## src/hdl/erx_cfg.svh

```systemverilog
// Offsets, field positions, masks and counts of the receive descriptor manager
`ifndef ERX_CFG_SVH
`define ERX_CFG_SVH

// APB register byte offsets
`define ERX_CTRL_OFS 12'h000
`define ERX_CFG_OFS 12'h004
`define ERX_STAT_OFS 12'h008
`define ERX_QPTR_OFS 12'h00c
`define ERX_RERR_OFS 12'h010

// Control and configuration fields
`define ERX_CTRL_RXEN 0
`define ERX_CFG_JUMBO 3
`define ERX_CFG_OFF_LO 14
`define ERX_CFG_OFF_HI 15
`define ERX_CFG_STRIP 17
`define ERX_CFG_MASK 32'h0002_c008

// Receive status fields, write one to clear
`define ERX_STAT_BNA 0
`define ERX_STAT_FRM 1
`define ERX_STAT_OVR 2

// Descriptor layout
`define ERX_D0_USED 0
`define ERX_D0_WRAP 1
`define ERX_D1_OFS 32'h0000_0004

// Buffer, check sequence and bus timing
`define ERX_BUF_BYTES 8'h80
`define ERX_FCS_BYTES 4
`define ERX_FCS_LEN 14'h0004
`define ERX_GNT_WAIT 16
`define ERX_DESC_STEP 11'h002

`endif

```

## src/hdl/erx_pkg.sv

```systemverilog
// Types shared by the receive descriptor manager files
package erx_pkg;
    typedef enum logic [2:0] {
        ST_IDLE = 3'b000,
        ST_FETCH = 3'b001,
        ST_FILT = 3'b010,
        ST_DATA = 3'b011,
        ST_WBYTE = 3'b100,
        ST_STAT = 3'b101,
        ST_USED = 3'b110,
        ST_DROP = 3'b111
    } erx_state_e;

    // Memory request: held until answered or until the grant wait times out
    typedef struct packed {
        logic req;
        logic we;
        logic byte_sz;
        logic [31:0] addr;
        logic [31:0] wdata;
    } erx_mreq_s;

    // Memory answer: one-cycle ack with read data or error
    typedef struct packed {
        logic ack;
        logic err;
        logic [31:0] rdata;
    } erx_mrsp_s;

    // Frame status from the receive and filter logic, status word bits 31:16
    typedef struct packed {
        logic [9:0] match;
        logic vlan;
        logic prio_tag;
        logic [2:0] prio;
        logic cfi;
    } erx_rxst_s;
endpackage

```

## src/hdl/erx_fcs_hold.sv

```systemverilog
// Byte delay line that withholds the last DEPTH bytes of a frame when stripping is on
`timescale 1ns/1ps
module erx_fcs_hold #(
    parameter int W = 8,
    parameter int DEPTH = 4
) (
    // Clock and reset
    input logic mclk,
    input logic rst,
    // Control
    input logic flush,
    input logic strip,
    // Byte stream in
    input logic in_valid,
    input logic [W-1:0] in_data,
    output logic in_ready,
    // Byte stream out
    output logic out_valid,
    output logic [W-1:0] out_data,
    input logic out_ready
);
    localparam int CW = $clog2(DEPTH + 1);
    logic [W-1:0] sh_reg [DEPTH];
    logic [CW-1:0] cnt_reg;
    wire full = (cnt_reg == CW'(DEPTH));
    wire shift = in_valid & in_ready & strip;

    assign out_valid = in_valid & (~strip | full);
    assign out_data = strip ? sh_reg[DEPTH-1] : in_data;
    assign in_ready = (strip & ~full) | out_ready;

    always_ff @(posedge mclk or posedge rst) begin
        if (rst) begin
            cnt_reg <= '0;
        end else if (flush) begin
            cnt_reg <= '0;
        end else if (shift && !full) begin
            cnt_reg <= cnt_reg + CW'(1);
        end
    end

    always_ff @(posedge mclk) begin
        if (shift) begin
            sh_reg[0] <= in_data;
            for (int i = 1; i < DEPTH; i++) begin
                sh_reg[i] <= sh_reg[i-1];
            end
        end
    end
endmodule

```

## src/hdl/erx_desc_ptr.sv

```systemverilog
// Descriptor list pointer: programmed base plus an 11-bit word counter
`timescale 1ns/1ps
`include "erx_cfg.svh"
module erx_desc_ptr #(
    parameter int CW = 11
) (
    // Clock and reset
    input logic mclk,
    input logic rst,
    // Base load and advance
    input logic load,
    input logic [31:0] base,
    input logic advance,
    input logic wrap,
    // Pointer
    output logic [31:0] ptr,
    output logic [CW-1:0] cnt
);
    logic [31:0] base_reg;
    logic [CW-1:0] cnt_reg;

    assign ptr = base_reg + {{(30-CW){1'b0}}, cnt_reg, 2'b00};
    assign cnt = cnt_reg;

    always_ff @(posedge mclk or posedge rst) begin
        if (rst) begin
            base_reg <= 32'h0000_0000;
            cnt_reg <= '0;
        end else if (load) begin
            base_reg <= {base[31:2], 2'b00};
            cnt_reg <= '0;
        end else if (advance) begin
            // Two words per entry; the counter rolls over after 1024 entries
            cnt_reg <= wrap ? '0 : cnt_reg + CW'(`ERX_DESC_STEP);
        end
    end
endmodule

```

## src/hdl/erx_desc_mgr.sv

```systemverilog
// Receive buffer manager and receive data DMA with APB registers
//
// Functional notes
// Status bit 16 carries the VLAN CFI bit, valid only with bit 21.
// Status bit 15 marks end of frame; otherwise only bits 14:12 valid.
// Status bit 14 marks start of frame; both set means a whole frame.
// Status bits 13:12 give the first-buffer byte offset in normal mode.
// In jumbo mode status bits 13:12 hold frame length bits 13:12.
// Status bits 11:0 hold frame length, including stored check sequence.
// Software writes buffer address, used bit zero, wrap on last entry.
// Software loads the list base before enabling receive.
// Descriptor fetch starts as soon as a frame begins arriving.
// Data is stored only for frames the filter accepts; errors reclaim.
// After wrap or the 1024th entry the next fetch is the list start.
// Pointer is base plus an 11-bit word count; readback shows it.
// Count clears after status to a wrap entry, rolls after 1024 entries.
// Software keeps the base word aligned with 2048 words above it.
// Each consumed buffer gets its used bit set in word zero.
// A receive error reclaims only the buffer being written.
// Software counts frames from used, start and end bits.
// A used descriptor is skipped, flags buffer-not-available, raises event. Here the frame is dropped and the pointer stays on that descriptor.
// A used descriptor during a frame drops it and counts a resource error.
// Bus timeout or error flags overrun and reclaims the current buffer.
// Strip mode keeps the check sequence out and shortens length by four.
// Buffers are 128 bytes; the first one loses the start offset.
// Non-final status words hold only start of frame and offset.
// Start offset of zero to three bytes comes from config bits 15:14.
// Status and used bit are written after all buffer data.
`timescale 1ns/1ps
`include "erx_cfg.svh"
module erx_desc_mgr #(
    parameter int GNT_WAIT = `ERX_GNT_WAIT
) (
    // Clock and reset
    input logic mclk,
    input logic rst,
    // APB slave
    input logic psel,
    input logic penable,
    input logic pwrite,
    input logic [11:0] paddr,
    input logic [31:0] pwdata,
    output logic [31:0] prdata,
    output logic pready,
    output logic pslverr,
    // Frame stream from the receive logic
    input logic rx_start,
    input logic rx_valid,
    input logic [7:0] rx_byte,
    output logic rx_ready,
    input logic rx_end,
    input erx_pkg::erx_rxst_s rx_stat,
    input logic rx_err,
    input logic flt_valid,
    input logic flt_copy,
    // Memory master
    output erx_pkg::erx_mreq_s mreq,
    input erx_pkg::erx_mrsp_s mrsp,
    // Events
    output logic bna_evt,
    output logic ovr_evt,
    output logic frm_evt,
    output logic rerr_evt
);
    import erx_pkg::*;

    erx_state_e state_reg, state_next;
    logic rxen_reg;
    logic [31:0] cfg_reg;
    logic [2:0] stat_reg;
    logic [15:0] rerr_reg;
    logic [31:0] prdata_reg;
    logic pslverr_reg;
    logic [29:0] buf_reg;
    logic wrap_reg, first_reg, fin_reg, end_reg, err_reg;
    logic [7:0] pos_reg, wbyte_reg, tmo_reg;
    logic [13:0] len_reg;
    logic bna_reg, ovr_reg, frm_reg, rerr_ev_reg;
    logic [31:0] ptr;
    logic [10:0] cnt;
    logic h_valid, h_ready;
    logic [7:0] h_data;

    // APB decode
    wire setup = psel & ~penable;
    wire wr_acc = psel & penable & pwrite;
    wire a_ctrl = (paddr == `ERX_CTRL_OFS);
    wire a_cfg = (paddr == `ERX_CFG_OFS);
    wire a_stat = (paddr == `ERX_STAT_OFS);
    wire a_qptr = (paddr == `ERX_QPTR_OFS);
    wire a_rerr = (paddr == `ERX_RERR_OFS);
    wire a_hit = a_ctrl | a_cfg | a_stat | a_qptr | a_rerr;
    wire [31:0] rd_mux = a_ctrl ? {31'h0, rxen_reg} :
                         a_cfg ? cfg_reg :
                         a_stat ? {29'h0, stat_reg} :
                         a_qptr ? ptr :
                         a_rerr ? {16'h0, rerr_reg} : 32'h0;
    wire qptr_wr = wr_acc & a_qptr;
    wire stat_clr_bna = wr_acc & a_stat & pwdata[`ERX_STAT_BNA];
    wire stat_clr_frm = wr_acc & a_stat & pwdata[`ERX_STAT_FRM];
    wire stat_clr_ovr = wr_acc & a_stat & pwdata[`ERX_STAT_OVR];
    assign pready = 1'b1;
    assign prdata = prdata_reg;
    assign pslverr = pslverr_reg;

    // Configuration fields
    wire jumbo = cfg_reg[`ERX_CFG_JUMBO];
    wire strip = cfg_reg[`ERX_CFG_STRIP];
    wire [1:0] off = cfg_reg[`ERX_CFG_OFF_HI:`ERX_CFG_OFF_LO];

    // Memory handshake
    wire ack = mrsp.ack;
    wire ack_ok = ack & ~mrsp.err;
    wire mem_st = (state_reg == ST_FETCH) | (state_reg == ST_WBYTE) |
                  (state_reg == ST_STAT) | (state_reg == ST_USED);
    wire tmo_hit = mem_st & ~ack & (tmo_reg == 8'(GNT_WAIT - 1));
    wire bus_fail = mem_st & ((ack & mrsp.err) | tmo_hit);
    wire fetch_used = (state_reg == ST_FETCH) & ack_ok & mrsp.rdata[`ERX_D0_USED];
    wire buf_full = (pos_reg == `ERX_BUF_BYTES);
    wire frame_done = end_reg | err_reg | rx_end | rx_err;

    // Frame length and status word
    wire [13:0] len_rep = strip ? len_reg - `ERX_FCS_LEN : len_reg;
    wire [1:0] f1312 = jumbo ? len_rep[13:12] : (first_reg ? off : 2'b00);
    wire [31:0] st_fin = {rx_stat, 1'b1, first_reg, f1312, len_rep[11:0]};
    wire [31:0] st_mid = {16'h0, 1'b0, first_reg, off & {2{first_reg}}, 12'h0};
    wire [31:0] st_word = fin_reg ? st_fin : st_mid;

    // Byte acceptance
    wire in_take = rx_valid & rx_ready;
    wire drain = (state_reg == ST_DROP) | (state_reg == ST_IDLE);
    wire byte_take = (state_reg == ST_DATA) & h_valid & ~buf_full & ~err_reg;
    assign h_ready = byte_take | drain;
    wire advance = (state_reg == ST_USED) & ack_ok;

    // Memory request
    always_comb begin
        mreq = '0;
        mreq.req = mem_st;
        mreq.we = (state_reg != ST_FETCH);
        mreq.byte_sz = (state_reg == ST_WBYTE);
        unique case (state_reg)
            ST_FETCH: mreq.addr = ptr;
            ST_WBYTE: mreq.addr = {buf_reg, 2'b00} + {24'h0, pos_reg};
            ST_STAT: mreq.addr = ptr + `ERX_D1_OFS;
            default: mreq.addr = ptr;
        endcase
        unique case (state_reg)
            ST_WBYTE: mreq.wdata = {4{wbyte_reg}};
            ST_STAT: mreq.wdata = st_word;
            default: mreq.wdata = {buf_reg, wrap_reg, 1'b1};
        endcase
    end

    // Sequencer
    always_comb begin
        state_next = state_reg;
        unique case (state_reg)
            ST_IDLE: if (rx_start && rxen_reg) state_next = ST_FETCH;
            ST_FETCH: begin
                if (bus_fail || fetch_used) begin
                    state_next = ST_DROP;
                end else if (ack_ok) begin
                    state_next = first_reg ? ST_FILT : ST_DATA;
                end
            end
            ST_FILT: begin
                if (err_reg) begin
                    state_next = ST_DROP;
                end else if (flt_valid) begin
                    state_next = flt_copy ? ST_DATA : ST_DROP;
                end
            end
            ST_DATA: begin
                if (err_reg) begin
                    state_next = ST_DROP;
                end else if (h_valid && buf_full) begin
                    state_next = ST_STAT;
                end else if (h_valid) begin
                    state_next = ST_WBYTE;
                end else if (end_reg) begin
                    state_next = ST_STAT;
                end
            end
            ST_WBYTE: begin
                if (bus_fail) begin
                    state_next = ST_DROP;
                end else if (ack_ok) begin
                    state_next = ST_DATA;
                end
            end
            ST_STAT: begin
                if (bus_fail) begin
                    state_next = ST_DROP;
                end else if (ack_ok) begin
                    state_next = ST_USED;
                end
            end
            ST_USED: begin
                if (bus_fail) begin
                    state_next = ST_DROP;
                end else if (ack_ok) begin
                    state_next = fin_reg ? ST_IDLE : ST_FETCH;
                end
            end
            ST_DROP: if (frame_done) state_next = ST_IDLE;
        endcase
    end

    always_ff @(posedge mclk or posedge rst) begin
        if (rst) begin
            state_reg <= ST_IDLE;
            tmo_reg <= 8'h00;
        end else begin
            state_reg <= state_next;
            tmo_reg <= (state_next != state_reg || !mem_st) ? 8'h00 : tmo_reg + 8'h01;
        end
    end

    // Buffer and frame bookkeeping
    always_ff @(posedge mclk or posedge rst) begin
        if (rst) begin
            buf_reg <= 30'h0;
            wrap_reg <= 1'b0;
            first_reg <= 1'b1;
            fin_reg <= 1'b0;
            pos_reg <= 8'h00;
            wbyte_reg <= 8'h00;
        end else begin
            if (state_reg == ST_IDLE) begin
                first_reg <= 1'b1;
                fin_reg <= 1'b0;
            end
            if (state_reg == ST_FETCH && ack_ok) begin
                buf_reg <= mrsp.rdata[31:2];
                wrap_reg <= mrsp.rdata[`ERX_D0_WRAP];
                pos_reg <= first_reg ? {6'h0, off} : 8'h00;
            end
            if (byte_take) wbyte_reg <= h_data;
            if (state_reg == ST_WBYTE && ack_ok) pos_reg <= pos_reg + 8'h01;
            if (state_reg == ST_DATA && !h_valid && end_reg) fin_reg <= 1'b1;
            if (advance) first_reg <= 1'b0;
        end
    end

    always_ff @(posedge mclk or posedge rst) begin
        if (rst) begin
            len_reg <= 14'h0;
            end_reg <= 1'b0;
            err_reg <= 1'b0;
        end else if (state_reg == ST_IDLE) begin
            len_reg <= 14'h0;
            end_reg <= 1'b0;
            err_reg <= 1'b0;
        end else begin
            if (in_take) len_reg <= len_reg + 14'h1;
            if (rx_end) end_reg <= 1'b1;
            if (rx_err) err_reg <= 1'b1;
        end
    end

    // Events
    always_ff @(posedge mclk or posedge rst) begin
        if (rst) begin
            bna_reg <= 1'b0;
            ovr_reg <= 1'b0;
            frm_reg <= 1'b0;
            rerr_ev_reg <= 1'b0;
        end else begin
            bna_reg <= fetch_used;
            ovr_reg <= bus_fail;
            frm_reg <= advance & fin_reg;
            rerr_ev_reg <= fetch_used;
        end
    end
    assign bna_evt = bna_reg;
    assign ovr_evt = ovr_reg;
    assign frm_evt = frm_reg;
    assign rerr_evt = rerr_ev_reg;

    // Registers; a hardware set wins over a software clear
    always_ff @(posedge mclk or posedge rst) begin
        if (rst) begin
            rxen_reg <= 1'b0;
            cfg_reg <= 32'h0;
            stat_reg <= 3'h0;
            rerr_reg <= 16'h0;
            prdata_reg <= 32'h0;
            pslverr_reg <= 1'b0;
        end else begin
            if (wr_acc && a_ctrl) rxen_reg <= pwdata[`ERX_CTRL_RXEN];
            if (wr_acc && a_cfg) cfg_reg <= pwdata & `ERX_CFG_MASK;
            stat_reg[`ERX_STAT_BNA] <= bna_reg | (stat_reg[`ERX_STAT_BNA] & ~stat_clr_bna);
            stat_reg[`ERX_STAT_FRM] <= frm_reg | (stat_reg[`ERX_STAT_FRM] & ~stat_clr_frm);
            stat_reg[`ERX_STAT_OVR] <= ovr_reg | (stat_reg[`ERX_STAT_OVR] & ~stat_clr_ovr);
            if (fetch_used) rerr_reg <= rerr_reg + 16'h1;
            if (setup) begin
                prdata_reg <= rd_mux;
                pslverr_reg <= ~a_hit;
            end
        end
    end

    erx_fcs_hold #(.W(8), .DEPTH(`ERX_FCS_BYTES)) u_hold (
        .mclk(mclk),
        .rst(rst),
        .flush(rx_start),
        .strip(strip),
        .in_valid(rx_valid),
        .in_data(rx_byte),
        .in_ready(rx_ready),
        .out_valid(h_valid),
        .out_data(h_data),
        .out_ready(h_ready)
    );

    erx_desc_ptr #(.CW(11)) u_ptr (
        .mclk(mclk),
        .rst(rst),
        .load(qptr_wr),
        .base(pwdata),
        .advance(advance),
        .wrap(wrap_reg),
        .ptr(ptr),
        .cnt(cnt)
    );
endmodule

```

## config.mk

```make
export PLATFORM = sky130hd
export DESIGN_NAME = erx_desc_mgr
export DESIGN_NICKNAME = d
export VERILOG_FILES = /design/src/hdl/erx_pkg.sv /design/src/hdl/erx_fcs_hold.sv /design/src/hdl/erx_desc_ptr.sv /design/src/hdl/erx_desc_mgr.sv
export VERILOG_INCLUDE_DIRS = /design/src /design/src/hdl
export SDC_FILE = /design/constraint.sdc
export NUM_CORES = 1
export LEC_CHECK = 0
export BUFFER_PORTS_ARGS = -buffer_cell sky130_fd_sc_hd__buf_2
export CAP_MARGIN = 40
export CORE_ASPECT_RATIO = 0.6
export CORE_UTILIZATION = 40
export CTS_CLUSTER_DIAMETER = 100
export DETAILED_ROUTE_END_ITERATION = 10
export PLACE_DENSITY_LB_ADDON = 0.05
export SLEW_MARGIN = 25
export SYNTH_ARGS = -nofsm -noshare
export SYNTH_HDL_FRONTEND = slang
export SYNTH_SLANG_ARGS = --single-unit
```

## constraint.sdc

```tcl
create_clock -name mclk -period 6.8 [get_ports mclk]
set_input_delay 0.34 -clock mclk [delete_from_list [all_inputs] [get_ports mclk]]
set_output_delay 0.34 -clock mclk [all_outputs]
set_load 0.005 [all_outputs]
```

Word-level counts from Yosys, hierarchy flattened --
Memories as Yosys holds them, arrays and structs flattened. Cells that the tools add are included.
Operators by class: add/subtract/negate cells 10, multipliers 0, divide/modulo/power cells 0, order comparisons 0, eq/ne operators 16, shift-type cells 0, multiplexer cells 53, bitwise logic cells 57, reductions and logical operators 24
Operator list (count):
- 2-to-1 mux 32 bit | 5
- one-hot mux 32 bit (2 select lines) | 2
- 2-to-1 mux 3 bit | 19
- 2-to-1 mux 14 bit | 3
- 2-to-1 mux 11 bit | 3
- adder 32 x 13 -> 32 bit | 1
- adder 32 x 3 -> 32 bit (second input constant) | 1
- adder 32 x 8 -> 32 bit | 1
- 2-to-1 mux 8 bit | 4
- AND 1 bit | 27
- == test 12 x 4 -> 1 bit (second input constant) | 2
- one-hot mux 3 bit (8 select lines) | 1
- bitwise OR 1 bit | 18
- adder 16 x 1 -> 16 bit (second input constant) | 1
- adder 8 x 1 -> 8 bit (second input constant) | 2
- 2-to-1 mux 16 bit | 1
- nonzero test 2 bit | 8
- == test 3 bit (second input constant) | 5
- adder 14 x 1 -> 14 bit (second input constant) | 1
- subtractor 14 x 3 -> 14 bit (second input constant) | 1
- == test 12 x 3 -> 1 bit (second input constant) | 1
- == test 12 x 5 -> 1 bit (second input constant) | 1
- zero test 12 bit | 1
- 2-to-1 mux 1 bit | 12
- 15 further kinds | 39
Word-level totals: register bits 180, bits in latches 0, RAM bits 32, memory bits (read-only) 0, input bits 113, word-level logic and storage cells 184, memories kept 1
Memory list:
- u_hold.sh_reg | words 4, width 8, rd ports 4, clocked after Yosys merged registers in 0, wr ports 4, RTL line erx_fcs_hold.sv:23 | logic [W-1:0] sh_reg [DEPTH];

Logic depth before layout (Yosys ltp) --
Gate-level depths: netlist of the first run.
depth after elaboration 14, depth in mapped cells 13, depth with buffers taken out 11

Modules after synthesis --
A second synthesis of the first run with hierarchy kept.
Second synthesis, totals: cells, all modules 1321, area, all modules 12455.7 sq um
Modules (own cells, without submodules):
- erx_desc_mgr | times used 1, cells an instance 1023, area each 8693.3 sq um
- erx_desc_ptr | times used 1, cells an instance 234, area each 2493.6 sq um
- erx_fcs_hold | times used 1, cells an instance 64, area each 1268.7 sq um

Worst setup path before layout of the first run --
Ideal clock, no wire load.
path type register to output, start register u_ptr.cnt_reg[1] (netlist: u_ptr.cnt[1]), end output mreq[53] in the netlist's numbering, arrival 3279 ps, required time 6460 ps, path slack 3181 ps, cell stages (with the launch flop) 11, path through dfrtp_1 -> fa_1 -> a21o_1 -> a221o_2 -> o31ai_1 -> xnor2_1 -> nand4_1 -> nand4b_1 -> or4_1 -> a21oi_1 -> a221oi_1
RTL lines:
- start, declared | RTL line erx_desc_ptr.sv:20 | logic [CW-1:0] cnt_reg;
- start signal, assigned | RTL line erx_desc_ptr.sv:34 | cnt_reg <= wrap ? '0 : cnt_reg + CW'(`ERX_DESC_STEP);
- end, declared | RTL line erx_desc_mgr.sv:57 | output erx_pkg::erx_mreq_s mreq,

==> results of run 1 <==
layer usage:
metal / part of all wire / vias to the layer above
li1: - / 5573
met1: 0.50 / 5564
met2: 0.41 / 396
met3: 0.083 / 44
met4: 0.014 / 2
met5: 0.00031 / -
cell type report:
class	count	share of cell area
Clock buffer	26	0.0402
Clock inverter	15	0.0142
Inverter	27	0.00704
Multi-Input combinational cell	1150	0.447
Sequential cell	211	0.360
Tap cell	408	0.0338
Timing Repair Buffer	257	0.0972
power by group:
part / switching, mW / internal [mW]
registers: 0.272 / 1.45
clock network: 0.550 / 0.835
logic: 0.973 / 0.586
Yosys cell counts, types with 14 or more instances:
library cell and count:
nor2b_1 15, and3_1 18, xnor2_1 55, nor2_1 104
or3_1 16, nand2_1 337, o22ai_1 14, clkbuf_1 64
nand4_1 22, mux2i_1 17, inv_1 26, ha_1 27
dfrtp_1 178, a21oi_1 77, nor3_1 26, xor2_1 36
o21ai_0 120, edfxtp_1 32, nand3_1 58
worst min-delay path by stage:
stage	startpoint	endpoint	cells past startpoint
after detailed placement	u_hold.sh_reg[0][2]	u_hold.sh_reg[1][2]	0
final	pwdata[7]	u_ptr.base_reg[7]	3
after CTS	pwdata[19]	u_ptr.base_reg[19]	3
after global placement	u_hold.sh_reg[1][7]	u_hold.sh_reg[2][7]	0
after global routing	rx_byte[7]	u_hold.sh_reg[0][7]	1
after floorplan	u_hold.sh_reg[0][0]	u_hold.sh_reg[1][0]	0
cell families (layout without fill, tap and decap cells):
logic type / Yosys count / in the layout / share of synthesized area
simple gates: 673 / 673 / 0.252
compound gates: 326 / 326 / 0.163
flops: 211 / 211 / 0.431
buf+inv: 107 / 325 / 0.0353
xor+xnor: 93 / 93 / 0.0657
fa+ha+maj: 29 / 29 / 0.0299
mux: 27 / 27 / 0.0224
other cells: 2 / 2 / 0.000595
placed cells by master, fill, tap and decap left out, drive strengths merged, types with 8 or more instances in the layout:
cell | synthesis | routed
clkbuf | 65 | 26
and2 | 14 | 14
mux2i | 17 | 17
nor2b | 15 | 15
o31ai | 12 | 12
a21oi | 80 | 80
nand3 | 59 | 59
mux2 | 10 | 10
ha | 27 | 27
a211oi | 9 | 9
o21ai | 128 | 128
edfxtp | 32 | 32
nand2 | 338 | 338
xor2 | 38 | 38
and3 | 18 | 18
or3 | 16 | 16
dfrtp | 178 | 178
nand4 | 24 | 24
nor4 | 11 | 11
inv | 27 | 29
or4 | 8 | 8
xnor2 | 55 | 55
a22oi | 13 | 13
dlygate4sd3 | 0 | 22
a21o | 10 | 10
buf | 15 | 235
o22ai | 14 | 14
nor3 | 27 | 27
nand2b | 9 | 9
nor2 | 104 | 104
metrics by stage:
stage	setup slack (ns)	total power, mW
3_5_place_dp	2.46	3.29
5_1_grt	1.54	4.93
2_1_floorplan	1.60	2.59
6_report	1.94	4.67
4_1_cts	1.88	4.70
3_3_place_gp	2.51	3.26
worst min-delay path: cells and delay by family:
kind	cells	cell delay [ns]
buffers and inverters	1	0.08
and+or+nand+nor	2	0.09
==> flow_summary.yaml, run 1 <==
final_layout:
  final_nets: 1812
  final-instance-count-excl-fill: 2094
  multiInputGateArea_sq_mm: 0.00676
  regArea_sq_mm: 0.00544
  drive_above_1_share: 0.194
  n_fill_cell: 2949
  fin_area_sq_mm: 0.0151
  diodes: 0
  area_growth_pct: 19.7
  fin_util: 0.496
grt:
  grt_pass1_wl_um: 63600
  globalRoute.busiestLayer: "met1"
  grt_max_degree: 79
  grt_pass1_vias: 10928
  antenna_found_initial: 2
  grt_usage: 0.254
  grt_remaining_overflow: 0
  met2_usage: 0.359
  grt_use_met3: 0.0654
  use_met1: 0.390
floorplanning:
  die_h_um: 140
  die_w_um: 231
  rows: 49
  dieArea_sq_mm: 0.0323
  start_util: 0.414
  core_sq_mm: 0.0305
  io_pins: 219
pwr:
  power-per-cell-area_mw_per_mm2: 309
  ir_drop_v: 0.000151
  leakage_nw: 6.91
setup_path:
  rr_startpoint: "pos_reg[0]"
  path_cells: "fa_1 -> a21o_1 -> a221oi_1 -> xnor2_1 -> nand4_1 -> nand4b_1 -> or4_1 -> a21oi_1 -> a221oi_1 -> buf_2"
  crit_top_cell: "a221oi_1"
  crit_required_ns: 6.46
  reg2reg_depth: 11
  worst-path-max-fanout: 9
  critPathLaunchType: "register"
  r2r_slack_ns: 3.23
  cp.arrival_ns: 4.52
  crit_buf_inv: 1
  setup.worst_path.end: "mreq[53]"
  startpoint: "u_ptr.cnt[1]"
  worstReg2RegEnd: "len_reg[13]"
  path_delay_family: "simple AND/OR/NAND/NOR gates"
  cp-end-kind: "primary output"
  worstSetupPathType: "reg2out"
  cp_slowest_cell: "a221oi_1"
  path_depth: 10
  cpPeakStageDelay_ns: 0.59
timing:
  slew_violations: 0
  hold_violations: 0
  slew_headroom: 0.449
  rsz0062_at_grt: "false"
  max_freq_mhz: 206
  tns_ns: 0
  finalSetupViolations: 0
  min_period_ns: 4.86
  skew_ns: 0.0210
  fin_hold_ws_ns: 0.0106
  post-route-period-util: 0.714
  worstMarginPinSlew_ns: 0.805
yosys:
  yosys-top-cells-area: "dfrtp_1, nand2_1, edfxtp_1"
  ys_ff_latch: 211
  ys_seq_area_frac: 0.431
  synth_enable_flop_cells: 32
  synthCells: 1468
  synthArstFlopShare: 0.848
  netlist-cell-type-count: 94
  synth.avg_cell_area_sq_um: 8.60
  yosys_warnings: 0
  synth_top_cell_by_area: "dfrtp_1"
  synthesis.nets: 1610
  ys_dominant_reg_cell: "dfrtp_1"
  synth_top_area_frac: 0.353
  syn_area_sq_mm: 0.0126
worst_hold_path:
  hold_class: "in2reg"
placement:
  dp.cells: 2031
  io_buffers: 217
  placed_area_sq_mm: 0.0141
  gp_congestion: 0.866
  dp_hpwl_um: 31300
status:
  status: "finished, final reports clean"
routing:
  wl_per_cell_um: 19.8
  firstDrtPassIters: 7
  final_antenna_net_count: 0
  wirelength_um: 41400
  viasPerCell: 5.53
  drt_iter0_drc: 960
  drcViolationCount: 0
  via_count: 11579
job:
  cap_violations: 0
cts:
  numCtsBuffers: 23
  clockBufferDepth: 3
  ctsRootBufferMaster: "clkbuf_16"
  cts.hold.buffers_added: 22
  path_clk_slew_ns: 0.07
  cts_resized: 0
  cts_max_level: 1
  post-cts-setup-buffers: 0
  clock-sinks: 211
  clkLatencyLatePin_ns: 0.53
  cts_tree: "built"
No activity file was read; power rests on OpenSTA's default activity.
==> run 2, diff against run 1 <==
--- a/config.mk
+++ b/config.mk
@@ -6,6 +6,7 @@
 export SDC_FILE = /design/constraint.sdc
 export NUM_CORES = 1
 export LEC_CHECK = 0
+export ABC_AREA = 1
 export BUFFER_PORTS_ARGS = -buffer_cell sky130_fd_sc_hd__buf_2
 export CAP_MARGIN = 40
 export CORE_ASPECT_RATIO = 0.6
==> constraint.sdc (replaced) <==
create_clock -name mclk -period 4.44 [get_ports mclk]
set_input_delay 0.222 -clock mclk [delete_from_list [all_inputs] [get_ports mclk]]
set_output_delay 0.222 -clock mclk [all_outputs]
set_load 0.005 [all_outputs]
==> flow_summary.yaml, run 2 <==
cts:
  cts.hold.buffers_added: 72
  ctsRootBufferMaster: "clkbuf_16"
  cts_resized: 0
  cts_tree: "built"
  numCtsBuffers: 23
  clockBufferDepth: 3
  clock-sinks: 211
  cts_max_level: 1
  path_clk_slew_ns: 0.07
  post-cts-setup-buffers: 0
  clkLatencyLatePin_ns: 0.54
timing:
  slew_violations: 0
  worstMarginPinSlew_ns: 0.813
  skew_ns: 0.0138
  slew_headroom: 0.453
  min_period_ns: 3.79
  finalSetupViolations: 0
  hold_violations: 0
  setup_ws_ns: 0.652
  rsz0062_at_grt: "false"
  post-route-period-util: 0.853
  max_freq_mhz: 264
  tns_ns: 0
pwr:
  p_sw_frac: 0.411
  p_clk_frac: 0.263
  pwr-share-seq: 0.340
  ir_drop_v: 0.000268
  power-per-cell-area_mw_per_mm2: 452
  power.switching_mw: 3.11
  internal_power_mw: 4.47
  share_comb_of_total_power: 0.397
  leakage_nw: 8.30
yosys:
  synth_enable_flop_cells: 32
  yosys-top-cells-area: "dfrtp_1, nand2_1, edfxtp_1"
  synth_top_area_frac: 0.326
  ys_ff_latch: 211
  yosys_warnings: 0
  synthTopCellsByCount: "nand2_1, inv_1, dfrtp_1"
  synthesis.nets: 2017
  synthArstFlopShare: 0.848
  ys_seq_area_frac: 0.398
  synth_top_cell_by_area: "dfrtp_1"
  yosysMostFrequentCell: "nand2_1"
  netlist-cell-type-count: 62
  syn_area_sq_mm: 0.0137
  synth.avg_cell_area_sq_um: 7.29
  ys_dominant_reg_cell: "dfrtp_1"
  synthCells: 1875
grt:
  grt_pass1_vias: 12662
  grt_remaining_overflow: 0
  grt_usage: 0.273
  grt_max_degree: 110
  globalRoute.busiestLayer: "met1"
  grt_use_met3: 0.0540
  met2_usage: 0.381
  use_met1: 0.433
  grt_pass1_wl_um: 73600
  antenna_found_initial: 0
routing:
  wl_per_cell_um: 18.1
  viasPerCell: 5.21
  firstDrtPassIters: 5
  drcViolationCount: 0
  wirelength_um: 47700
  final_antenna_net_count: 0
  via_count: 13725
  drt_iter0_drc: 1348
setup_path:
  worst-path-max-fanout: 7
  crit_required_ns: 4.22
  cp.arrival_ns: 3.57
  critPathLaunchType: "register"
  worstSetupPathType: "reg2out"
  cp-end-kind: "primary output"
floorplanning:
  rows: 52
  core_sq_mm: 0.0337
  start_util: 0.406
  io_pins: 219
  dieArea_sq_mm: 0.0350
  die_h_um: 145
  die_w_um: 241
final_layout:
  layout_commonest_cell: "nand2_1"
  area_growth_pct: 22.8
  final_cell_mix: "nand2_1, inv_1, buf_2"
  final_nets: 2298
  diodes: 0
  drive_above_1_share: 0.187
placement:
  gp_congestion: 0.944
  io_buffers: 217
  dp_hpwl_um: 37100
  pre_cts_slack_ns: 1.30
worst_hold_path:
  hold_class: "in2reg"
job:
  cap_violations: 0
status:
  status: "finished, final reports clean"
## run 2: power groups by stage
stage          Clock, mW  Sequential, mW  Combinational [mW]
2_1_floorplan          0            2.50                1.83
3_3_place_gp           0            2.60                2.93
5_1_grt             2.12            2.63                3.35
3_5_place_dp           0            2.61                2.94
6_report            1.99            2.58                3.01
4_1_cts             2.05            2.57                3.00
## run 2: path summary, 6_finish.rpt
kind | from | end | slack [ns] | cells after the start
min in group asynchronous | rst | rerr_reg[12] | 0.34 | 4
setup reg to reg | u_hold.cnt_reg[0] | u_hold.sh_reg[2][4] | 1.72 | 9
hold reg to reg | u_hold.sh_reg[0][3] | u_hold.sh_reg[1][3] | 0.42 | 0
max in group asynchronous | rst | prdata[24] | 3.52 | 5
hold / removal | pwdata[17] | cfg_reg[17] | 0.02 | 2
setup / recovery | u_ptr.cnt[1] | mreq[52] | 0.65 | 14
## run 2: area by class of cell
class	count	area [sq um]
Inverter	253	953
Sequential cell	211	5440
Fill cell	3478	16900
Tap cell	459	574
Timing Repair Buffer	306	1970
Clock buffer	29	638
Multi-Input combinational cell	1361	7080
Clock inverter	13	129
## run 2: kinds of logic (layout without fill, tap and decap cells)
group                      Yosys count  count (layout)  synth area share
adders and majority gates           29              29            0.0276
buffers and inverters              303             601            0.0850
DFF                                211             211             0.398
xor gates and xnor gates            28              28            0.0179
and+or+nand+nor                    986             986             0.331
other                                2               2          0.000549
muxes                               13              13            0.0107
AOI/OAI and AO/OA                  303             303             0.129
## run 2: routing by layer
layer | share of wire | routed length (um) | up-vias
met5 | 0 | 0 | -
met4 | 0.015 | 718 | 0
met3 | 0.075 | 3570 | 41
met2 | 0.40 | 19300 | 446
met1 | 0.51 | 24100 | 6485
li1 | - | - | 6753
## run 2: through the flow
stage          hold WS, ns  std cells  instance area (sq um)  power, mW   util
6_report            0.0224       2632                  16800       7.58  0.498
5_1_grt            0.00510       2632                  16800       8.09  0.498
4_1_cts            0.00202       2631                  16800       7.62  0.498
3_5_place_dp         0.358       2517                  15300       5.55  0.454
3_3_place_gp         0.402       2516                  15300       5.53  0.453
2_1_floorplan        0.321       1875                  13700       4.33      -
## run 2: worst max-delay path, cell delays in order, from the launching register on
cell and delay, ns:
dfrtp_1 0.43, fa_1 0.50, nand2_1 0.15, nand2_1 0.11
nand3_1 0.11, nand2_1 0.09, nand2_1 0.08, nand2_2 0.13
nor2_4 0.18, nand4_1 0.16, nor3_1 0.54, nand3_1 0.20
o211ai_1 0.13, nand2_1 0.08, buf_2 0.13
